### src/common/ibr_params.svh
// constants for the two-wire slave protocol engine with bus recovery
// assumes the includer compiles it once per unit; definitions only
//
// Summary of operation
// - recovery resets only protocol state; committed write data stays untouched.
// - a Start seen anywhere sends the engine back to expecting an address byte.
// - high data line in read acknowledge slot: release bus, reset protocol state.
// - second Start drops partly received write; no write cycle begins.
// - Stop ends all bus activity; engine idles until the next Start.
`ifndef IBR_PARAMS_SVH
`define IBR_PARAMS_SVH

// slave address, arbitrary value
`define IBR_DEV_ADDR 7'h2a
`define IBR_BIT_LAST 3'h7
`define IBR_BIT_FIRST 3'h0
// in the address and write-data states the stop's own clock rise shifts in one bit before the stop is seen
`define IBR_BIT_STOP 3'h1
`define IBR_MAX_BYTES 2'h3
`define IBR_RD_IDX_LAST 2'h2
`define IBR_RD_IDX_FIRST 2'h0
`define IBR_RW_READ 1'b1

`endif

### src/common/ibr_pkg.sv
// types shared by the protocol engine and its line conditioner
// assumes ibr_params.svh supplies the numeric constants
package ibr_pkg;

    typedef enum logic [2:0] {
        ST_IDLE,
        ST_ADDR,
        ST_ADDR_ACK,
        ST_WDATA,
        ST_WACK,
        ST_RDATA,
        ST_RACK
    } ibr_state_e;

    // one completed write: bytes in arrival order, data[0] first
    typedef struct packed {
        logic [1:0] count;
        logic [2:0][7:0] data;
    } ibr_wr_s;

    // conditioned bus levels and events, all on clk
    typedef struct packed {
        logic scl;
        logic sda;
        logic scl_rise;
        logic scl_fall;
        logic start;
        logic stop;
    } ibr_bus_ev_s;

endpackage : ibr_pkg

### src/hdl/ibr_line_sync.sv
// brings the serial clock and data pins into clk and finds their events
// assumes both pins are asynchronous to clk and slower than clk by far
`timescale 1ns/1ps
module ibr_line_sync
    import ibr_pkg::*;
(
    input wire logic clk, // system clock
    input wire logic rst, // async reset, high
    input wire logic scl_i, // serial clock pin level
    input wire logic sda_i, // serial data pin level
    output ibr_bus_ev_s ev // synchronised levels and events
);

    logic scl_m_q;
    logic scl_s_q;
    logic scl_d_q;
    logic sda_m_q;
    logic sda_s_q;
    logic sda_d_q;

    // idle bus is high, so reset to high to avoid a false event
    always_ff @(posedge clk or posedge rst) begin
        if (rst) begin
            scl_m_q <= 1'b1;
            scl_s_q <= 1'b1;
            scl_d_q <= 1'b1;
            sda_m_q <= 1'b1;
            sda_s_q <= 1'b1;
            sda_d_q <= 1'b1;
        end else begin
            scl_m_q <= scl_i;
            scl_s_q <= scl_m_q;
            scl_d_q <= scl_s_q;
            sda_m_q <= sda_i;
            sda_s_q <= sda_m_q;
            sda_d_q <= sda_s_q;
        end
    end

    wire sda_fell = sda_d_q & ~sda_s_q;
    wire sda_rose = ~sda_d_q & sda_s_q;
    wire scl_high = scl_s_q & scl_d_q;

    assign ev.scl = scl_s_q;
    assign ev.sda = sda_s_q;
    assign ev.scl_rise = scl_s_q & ~scl_d_q;
    assign ev.scl_fall = ~scl_s_q & scl_d_q;
    assign ev.start = scl_high & sda_fell;
    assign ev.stop = scl_high & sda_rose;

endmodule : ibr_line_sync

### src/hdl/ibr_slave_engine.sv
// two-wire slave protocol engine that honours the bus recovery sequence
// assumes an external open-drain pad built from sda_o/sda_oe and pull-ups;
// never stretches the serial clock, so the clock pin is input only
`timescale 1ns/1ps
`include "ibr_params.svh"
module ibr_slave_engine
    import ibr_pkg::*;
#(
    parameter logic [6:0] DEV_ADDR = `IBR_DEV_ADDR
)
(
    input wire logic clk, // system clock, 100 MHz
    input wire logic rst, // async reset, high
    input wire logic scl_i, // serial clock pin
    input wire logic sda_i, // serial data pin level
    output logic sda_o, // data pin drive value, always low
    output logic sda_oe, // high while pulling data low
    input wire logic [2:0][7:0] rd_data, // bytes returned on a read
    output ibr_wr_s wr_cmd, // last committed write
    output logic wr_commit, // one-cycle pulse: write cycle begins
    output logic busy // protocol engine not idle
);

    ibr_bus_ev_s ev;
    ibr_state_e state_q;
    ibr_state_e state_d;
    logic [2:0] cnt_q;
    logic [2:0] cnt_d;
    logic [7:0] shift_q;
    logic [7:0] shift_d;
    logic done_q;
    logic done_d;
    logic oe_q;
    logic oe_d;
    logic rw_q;
    logic rw_d;
    logic [1:0] rd_idx_q;
    logic [1:0] rd_idx_d;
    ibr_wr_s pend_q;
    ibr_wr_s pend_d;
    ibr_wr_s cmd_q;
    ibr_wr_s cmd_d;
    logic commit_q;
    logic commit_d;

    ibr_line_sync u_sync (
        .clk(clk),
        .rst(rst),
        .scl_i(scl_i),
        .sda_i(sda_i),
        .ev(ev)
    );

    wire addr_hit = (shift_q[7:1] == DEV_ADDR);
    wire last_bit = (cnt_q == `IBR_BIT_LAST);
    wire pend_full = (pend_q.count == `IBR_MAX_BYTES);
    wire [1:0] rd_idx_next = (rd_idx_q == `IBR_RD_IDX_LAST) ? `IBR_RD_IDX_FIRST : rd_idx_q + 2'h1;
    wire [7:0] rd_byte = rd_data[rd_idx_q];
    wire [7:0] rd_first = rd_data[`IBR_RD_IDX_FIRST];
    // only whole bytes on an unbroken write may start a write cycle;
    // whole bytes plus the stop's clock rise leave exactly one bit counted
    wire wr_complete = (state_q == ST_WDATA) && (cnt_q == `IBR_BIT_STOP) && !done_q
                       && (pend_q.count != 2'h0);

    always_comb begin
        state_d = state_q;
        cnt_d = cnt_q;
        shift_d = shift_q;
        done_d = done_q;
        oe_d = oe_q;
        rw_d = rw_q;
        rd_idx_d = rd_idx_q;
        pend_d = pend_q;
        cmd_d = cmd_q;
        commit_d = 1'b0;
        if (ev.start) begin
            state_d = ST_ADDR;
            cnt_d = `IBR_BIT_FIRST;
            done_d = 1'b0;
            oe_d = 1'b0;
            pend_d = '0;
        end else if (ev.stop) begin
            if (wr_complete) begin
                commit_d = 1'b1;
                cmd_d = pend_q;
            end
            state_d = ST_IDLE;
            done_d = 1'b0;
            oe_d = 1'b0;
            pend_d = '0;
        end else if (ev.scl_rise) begin
            case (state_q)
                ST_ADDR, ST_WDATA: begin
                    shift_d = {shift_q[6:0], ev.sda};
                    cnt_d = 3'(cnt_q + 3'h1);
                    if (last_bit) begin
                        done_d = 1'b1;
                    end
                end
                ST_RACK: begin
                    if (ev.sda) begin
                        state_d = ST_IDLE;
                        oe_d = 1'b0;
                    end else begin
                        done_d = 1'b1;
                    end
                end
                default: begin
                end
            endcase
        end else if (ev.scl_fall) begin
            case (state_q)
                ST_ADDR: begin
                    if (done_q) begin
                        done_d = 1'b0;
                        if (addr_hit) begin
                            oe_d = 1'b1;
                            rw_d = shift_q[0];
                            state_d = ST_ADDR_ACK;
                        end else begin
                            // not ours: sit quietly until the next start
                            state_d = ST_IDLE;
                        end
                    end
                end
                ST_WDATA: begin
                    if (done_q) begin
                        done_d = 1'b0;
                        if (pend_full) begin
                            // no room: refuse by leaving the ack slot high
                            state_d = ST_IDLE;
                            pend_d = '0;
                        end else begin
                            pend_d.data[pend_q.count] = shift_q;
                            pend_d.count = 2'(pend_q.count + 2'h1);
                            oe_d = 1'b1;
                            state_d = ST_WACK;
                        end
                    end
                end
                ST_ADDR_ACK: begin
                    cnt_d = `IBR_BIT_FIRST;
                    if (rw_q == `IBR_RW_READ) begin
                        shift_d = rd_first;
                        oe_d = ~rd_first[7];
                        rd_idx_d = 2'h1;
                        state_d = ST_RDATA;
                    end else begin
                        oe_d = 1'b0;
                        state_d = ST_WDATA;
                    end
                end
                ST_WACK: begin
                    oe_d = 1'b0;
                    state_d = ST_WDATA;
                end
                ST_RDATA: begin
                    if (last_bit) begin
                        // release for the master's acknowledge slot
                        oe_d = 1'b0;
                        state_d = ST_RACK;
                    end else begin
                        cnt_d = 3'(cnt_q + 3'h1);
                        shift_d = {shift_q[6:0], 1'b0};
                        oe_d = ~shift_q[6];
                    end
                end
                ST_RACK: begin
                    if (done_q) begin
                        done_d = 1'b0;
                        cnt_d = `IBR_BIT_FIRST;
                        shift_d = rd_byte;
                        oe_d = ~rd_byte[7];
                        rd_idx_d = rd_idx_next;
                        state_d = ST_RDATA;
                    end
                end
                default: begin
                end
            endcase
        end
    end

    always_ff @(posedge clk or posedge rst) begin
        if (rst) begin
            state_q <= ST_IDLE;
            cnt_q <= `IBR_BIT_FIRST;
            shift_q <= 8'h00;
            done_q <= 1'b0;
            oe_q <= 1'b0;
            rw_q <= 1'b0;
            rd_idx_q <= `IBR_RD_IDX_FIRST;
            pend_q <= '0;
        end else begin
            state_q <= state_d;
            cnt_q <= cnt_d;
            shift_q <= shift_d;
            done_q <= done_d;
            oe_q <= oe_d;
            rw_q <= rw_d;
            rd_idx_q <= rd_idx_d;
            pend_q <= pend_d;
        end
    end

    // committed data changes only on a good stop
    always_ff @(posedge clk or posedge rst) begin
        if (rst) begin
            cmd_q <= '0;
            commit_q <= 1'b0;
        end else begin
            cmd_q <= cmd_d;
            commit_q <= commit_d;
        end
    end

    assign sda_o = 1'b0;
    assign sda_oe = oe_q;
    assign wr_cmd = cmd_q;
    assign wr_commit = commit_q;
    assign busy = (state_q != ST_IDLE);

endmodule : ibr_slave_engine

### config.mk
export PLATFORM = sky130hd
export DESIGN_NAME = ibr_slave_engine
export DESIGN_NICKNAME = d
export VERILOG_FILES = /design/src/common/ibr_pkg.sv /design/src/hdl/ibr_line_sync.sv /design/src/hdl/ibr_slave_engine.sv
export VERILOG_INCLUDE_DIRS = /design/src /design/src/common
export SDC_FILE = /design/constraint.sdc
export NUM_CORES = 1
export LEC_CHECK = 0
export BUFFER_PORTS_ARGS = -buffer_cell sky130_fd_sc_hd__buf_2
export CORE_ASPECT_RATIO = 0.6
export CORE_MARGIN = 2
export CORE_UTILIZATION = 51
export CTS_CLUSTER_SIZE = 8
export DETAILED_ROUTE_END_ITERATION = 10
export PLACE_DENSITY = 0.72
export SYNTH_ARGS = -nofsm -noshare
export SYNTH_HDL_FRONTEND = slang
export SYNTH_HIERARCHICAL = 1
export SYNTH_SLANG_ARGS = --single-unit
### constraint.sdc
create_clock -name clk -period 1.99 [get_ports clk]
set_input_delay 0.0995 -clock clk [delete_from_list [all_inputs] [get_ports clk]]
set_output_delay 0.0995 -clock clk [all_outputs]
set_load 0.05 [all_outputs]
==> qor.csv, run 1 <==
metric,value,unit
powerDensity,1170,nW/um^2
syn_area_per_cell,9.97,sq um
portBuffers,56,
diodes,0,
cp.required,2.22,ns
clock-sinks,78,
netlist_instances,391,
max_freq,494,MHz
final_area,5200,sq um
cp_max_fo,4,
antenna_found_initial,0,
start_util,53.2,%
synth_nets,426,
clkTransAtPathRegs,0.06,ns
syn_area,3900,sq um
die_h,71.7,um
clk_path_buf_depth,2,
hold_class,in2reg,
fin_crit_sh,102,%
nFillCells,544,
grt_start_max_net_pins,43,
final_hold_viol_count,0,
worstSkewPairLatency,0.34,ns
gp_congestion,0.912,
slew_violations,0,
finalSetupViolations,11,
worst_slack,-0.0336,ns
timing.hold.ws,0.155,ns
rr_startpoint,u_sync/sda_d_q$_DFF_PP1_,
reg2reg_depth,6,
post-route-util,71.0,%
yosys_warnings,6,
drtIter0Drc,318,
crit_chain,and4b_2 -> or3_4 -> nor4_4 -> a21oi_2 -> and3_1 -> a22o_1,
r2r_slack,-0.03,ns
drc,0,
wire_per_inst,16.9,um
grt_setup_unrepaired,yes,
area_growth,33.4,%
pre_cts_ws,-0.0990,ns
worst_slew_pin_slew,0.573,ns
num_vias,3271,
period_needed,2.02,ns
clock_skew,0.00990,ns
ir_drop,0.574,mV
worstSetupEndpoint,sda_oe$_DFFE_PP0P_,
cp-startpoint,u_sync/sda_d_q$_DFF_PP1_,
grt_pass1_wl,15.6,mm
globalRoute.totalOverflow,0,
crit_path_top_delay_cell,dfstp_2,
ant_nets,0,
worstSetupPathType,reg2reg,
hold_path_depth,4,
core_area,7330,sq um
ios,58,
grt_usage,24.7,%
cap_violations,0,
drive_gt1_share,38.7,%
finalNetCount,524,
via_per_inst,5.47,
violations,negative setup slack,
grt_pass1_vias,3069,
drtPass1Iterations,5,
routed_wirelength,10.1,mm
regToRegEndpoint,sda_oe$_DFFE_PP0P_,
num_rows,24,
power.leakage,0.00255,uW
status,"finished, violations left",
root_buffer,clkbuf_16,
worstSetupEndpointType,flop,
die-area,8380,sq um
hpwl,6.96,mm
die_w,117,um
worst_setup_path_start_kind,flop,
slew_headroom,61.7,%
slowest_delay,0.52,ns
cts_tree,done,
placed_cell_area,4550,sq um
worstPathArrival,2.26,ns
h-tree-depth,3,
cts-buffers-inserted,9,
-- worst min-delay path by stage --
| stage | from | to |
|---|---|---|
| 2_1_floorplan | rst | u_sync/scl_d_q$_DFF_PP1_ |
| 3_3_place_gp | rst | sda_oe$_DFFE_PP0P_ |
| 3_5_place_dp | rst | sda_oe$_DFFE_PP0P_ |
| 4_1_cts | rd_data[22] | shift_q[6]$_DFFE_PP0P_ |
| 5_1_grt | rd_data[22] | shift_q[6]$_DFFE_PP0P_ |
| 6_report | rd_data[22] | shift_q[6]$_DFFE_PP0P_ |
-- per-layer routing --
metal	global-route usage (%)	share of wire [%]	up-vias
met5	0	0	-
met4	7.58	1.5	0
met3	5.84	7.9	18
met2	33.6	42	145
met1	38.9	49	1567
li1	-	-	1541
-- state kept, by name (all words and copies together), names as in the netlist, 2 cells and up --
register,cells
pend_q,26
wr_cmd,26
shift_q,8
cnt_q,3
state_q,3
rd_idx_q,2
-- through the flow --
stage	TNS [ns]	power [uW]	std cells
floorplan	-0.0203	3470	391
global placement	-0.510	4100	570
detailed placement	-1.44	4160	570
CTS	-0.107	5880	589
global route	-2.31	6350	598
finish	-0.119	6070	598
-- report_power, final --
part | leakage, uW | internal, uW | total [uW] | switching, uW
Sequential | 0.000980 | 2000 | 2370 | 369
Combinational | 0.00143 | 1020 | 2040 | 1020
Clock | 0.000142 | 1010 | 1660 | 653
Total | 0.00255 | 4020 | 6070 | 2040
-- area by class of cell --
| class | count | area, sq um | share of cell area [%] |
|---|---|---|---|
| Sequential cell | 78 | 1960 | 37.7 |
| Multi-Input combinational cell | 270 | 1910 | 36.8 |
| Timing Repair Buffer | 108 | 808 | 15.5 |
| Clock buffer | 11 | 243 | 4.67 |
| Tap cell | 104 | 130 | 2.50 |
| Inverter | 22 | 87.6 | 1.68 |
| Clock inverter | 5 | 58.8 | 1.13 |
-- layout by cell type, fill, tap and decap left out, drive strengths merged, types with 2 or more instances in the layout --
cell,n
nor3,6
o211ai,9
nor2b,3
o21ai,18
mux2i,3
nand4b,4
and3,10
dlygate4sd3,3
nor4b,2
nand2,91
a22oi,7
nor2,22
clkinvlp,2
o21bai,3
mux2,32
clkinv,2
nand2b,8
and4b,3
nand3b,4
a211oi,2
dfrtp,72
or3,3
ha,7
dfstp,6
a21oi,10
buf,103
clkbuf,13
inv,22
-- worst max-delay path: cells and delay by family (launching register included) --
kind | cells | cell delay (ns)
AOI/OAI and AO/OA | 2 | 0.33
DFF | 1 | 0.52
and+or+nand+nor | 4 | 1.07
-- what timing repair did --
| action | CTS | global route |
|---|---|---|
| endpoints found under the hold margin | 30 | 0 |
| hold buffers | 3 | 0 |
| buffers inserted | 0 | 6 |
| endpoints found under the setup margin | 33 | 52 |
| pin swaps | 3 | 6 |
| gates resized for setup | 13 | 38 |
| gates cloned | 0 | 3 |
(Power assumes the default switching activity.)
==> run 2, diff against run 1 <==
Settings changed: CTS_BUF_LIST set to sky130_fd_sc_hd__clkbuf_8 sky130_fd_sc_hd__clkbuf_16.
==> run 2 against run 1 <==
Net effect: the flow still finishes with violations (negative setup slack); register-to-register slack barely moved; die area unchanged; maximum frequency hardly changed; routed wire length about the same; non-clock buffer count stayed put; first-iteration DRC count did not move; worst hold slack is essentially flat; setup slack barely moved; clock-buffer cell count down 1; cell count unchanged; combinational power barely moved; critical endpoint unchanged; largest power group unchanged; highest routed layer unchanged.
==> qor.csv, run 2 (synthesis results as in run 1) <==
metric,value,unit,change
worstSetupEndpointType,flop,,unchanged
drive_gt1_share,38.7,%,unchanged
area_growth,33.4,%,unchanged
reg2reg_depth,6,,unchanged
drtIter0Drc,318,,unchanged
clkPwrFrac,27.3,%,about the same
crit_chain,and4b_2 -> or3_4 -> nor4_4 -> a21oi_2 -> and3_1 -> a22o_1,,unchanged
violations,negative setup slack,,unchanged
cp.required,2.22,ns,about the same
fin_tns_setup,-0.123,ns,was -0.119 ns
grt_setup_unrepaired,yes,,unchanged
final_area,5200,sq um,unchanged
final_cell_mix,"nand2_1, dfrtp_1, buf_2, buf_4",,"was nand2_1, dfrtp_1, buf_2, buf_4, nor2_1"
hold_class,in2reg,,unchanged
pre_cts_ws,-0.0990,ns,unchanged
post-route-util,71.0,%,unchanged
crit_path_top_delay_cell,dfstp_2,,unchanged
grt_start_max_net_pins,43,,unchanged
crit_buf_inv,0,,unchanged
h-tree-depth,3,,unchanged
finalSetupViolations,11,,unchanged
grt_usage,24.7,%,unchanged
drc,0,,unchanged
die_h,71.7,um,unchanged
worst_setup_path_start_kind,flop,,unchanged
worstSkewPairLatency,0.34,ns,about the same
die_w,117,um,unchanged
hpwl,6.96,mm,unchanged
antenna_found_initial,0,,unchanged
num_rows,24,,unchanged
num_vias,3263,,was 3271
diodes,0,,unchanged
worst_slack,-0.0334,ns,was -0.0336 ns
slew_violations,0,,unchanged
gp_congestion,0.912,,unchanged
p_comb_share,33.7,%,about the same
powerDensity,1170,nW/um^2,about the same
placed_cell_area,4550,sq um,unchanged
cts-buffers-inserted,9,,unchanged
die-area,8380,sq um,unchanged
clkTransAtPathRegs,0.06,ns,about the same
final_hold_viol_count,0,,unchanged
routed_wirelength,10.1,mm,about the same
slew_headroom,61.7,%,about the same
grt_pass1_vias,3069,,unchanged
finalNetCount,524,,unchanged
root_buffer,clkbuf_16,,unchanged
wire_per_inst,16.9,um,about the same
grt_pass1_wl,15.6,mm,unchanged
worst_slew_pin_slew,0.574,ns,was 0.573 ns
slowest_delay,0.52,ns,about the same
path_delay_family,simple AND/OR/NAND/NOR gates,,unchanged
start_util,53.2,%,unchanged
status,"finished, violations left",,unchanged
dp.cells,570,,unchanged
switching_share,33.8,%,was 33.7%
ant_nets,0,,unchanged
max_freq,494,MHz,about the same
globalRoute.totalOverflow,0,,unchanged
worstPathArrival,2.26,ns,about the same
cap_violations,0,,unchanged
drtPass1Iterations,4,,was 5
cts_tree,done,,unchanged
portBuffers,56,,unchanged
worstSetupPathType,reg2reg,,unchanged
clock-sinks,78,,unchanged
nFillCells,544,,unchanged
ir_drop,0.575,mV,was 0.574 mV
period_needed,2.02,ns,about the same
final_common_cell,nand2_1,,unchanged
fin_crit_sh,102,%,about the same
worst-path-stages,6,,unchanged
core_area,7330,sq um,unchanged
internal_power,4020,uW,about the same
seqPwrFrac,39.0,%,about the same
cp_max_fo,4,,unchanged
switchingPower,2050,uW,about the same
via_per_inst,5.46,,was 5.47
ios,58,,unchanged
clk_path_buf_depth,2,,unchanged
hold_path_depth,4,,unchanged
fin_cells,598,,unchanged
power.leakage,0.00256,uW,was 0.00255 uW
clock_skew,0.00983,ns,was 0.00990 ns
## run 2: cell types whose count changed in the layout (fill, tap and decap cells not counted), sizes merged
cell,before,now
clkbuf,13,12
inv,22,23
## run 2: metrics by stage
step	total power [uW]	hold slack (ns)
after floorplan	3470	0.0985
after global placement	4100	0.189
after detailed placement	4160	0.206
after CTS	5870	0.150
after global routing	6350	0.164
final	6060	0.155
## run 2: final cells by class
type                            instances  area (sq um)  area share [%]
Timing Repair Buffer                  108           808            15.5
Clock inverter                          6          62.6            1.20
Inverter                               22          87.6            1.68
Tap cell                              104           130            2.50
Sequential cell                        78          1960            37.7
Multi-Input combinational cell        270          1910            36.8
Clock buffer                           10           239            4.59
## run 2: per-layer routing
metal  up-vias  routed length, um  share of wire [%]  GRT usage (%)
li1       1541                  -                  -              -
met5         -                  0                  0              0
met3        16                764                7.5           5.84
met1      1569               4970                 49           38.9
met2       137               4240                 42           33.6
met4         0                146                1.4           7.58
## run 2: final timing paths
kind | start | to | slack, ns
worst max-delay path | u_sync/sda_d_q$_DFF_PP1_ | sda_oe$_DFFE_PP0P_ | -0.03
worst min-delay path | rd_data[22] | shift_q[6]$_DFFE_PP0P_ | 0.16
worst max register to register | u_sync/sda_d_q$_DFF_PP1_ | sda_oe$_DFFE_PP0P_ | -0.03
worst min register to register | u_sync/scl_m_q$_DFF_PP1_ | u_sync/scl_s_q$_DFF_PP1_ | 0.35
max in group asynchronous | rst | shift_q[1]$_DFFE_PP0P_ | 0.98
min in group asynchronous | rst | sda_oe$_DFFE_PP0P_ | 0.38
## run 2: power by group through the flow
stage,registers (uW),clock network (uW),logic (uW)
floorplan,2300,0,1170
finish,2360,1650,2040
detailed placement,2360,0,1800
global placement,2330,0,1770
global route,2410,1740,2200
CTS,2340,1670,1870
## run 2: what timing repair did
item,4_1_cts,5_1_grt
pin swaps,3,6
hold buffers,3,0
buffers inserted,0,6
endpoints found under the setup margin,33,52
endpoints found under the hold margin,30,0
gates cloned,0,3
resized for setup,13,38
## run 2: tightest hold or removal path, stage by stage
cell	delay [ns]
buf_2	0.08
a22oi_1	0.06
o211ai_1	0.08
mux2_2	0.14
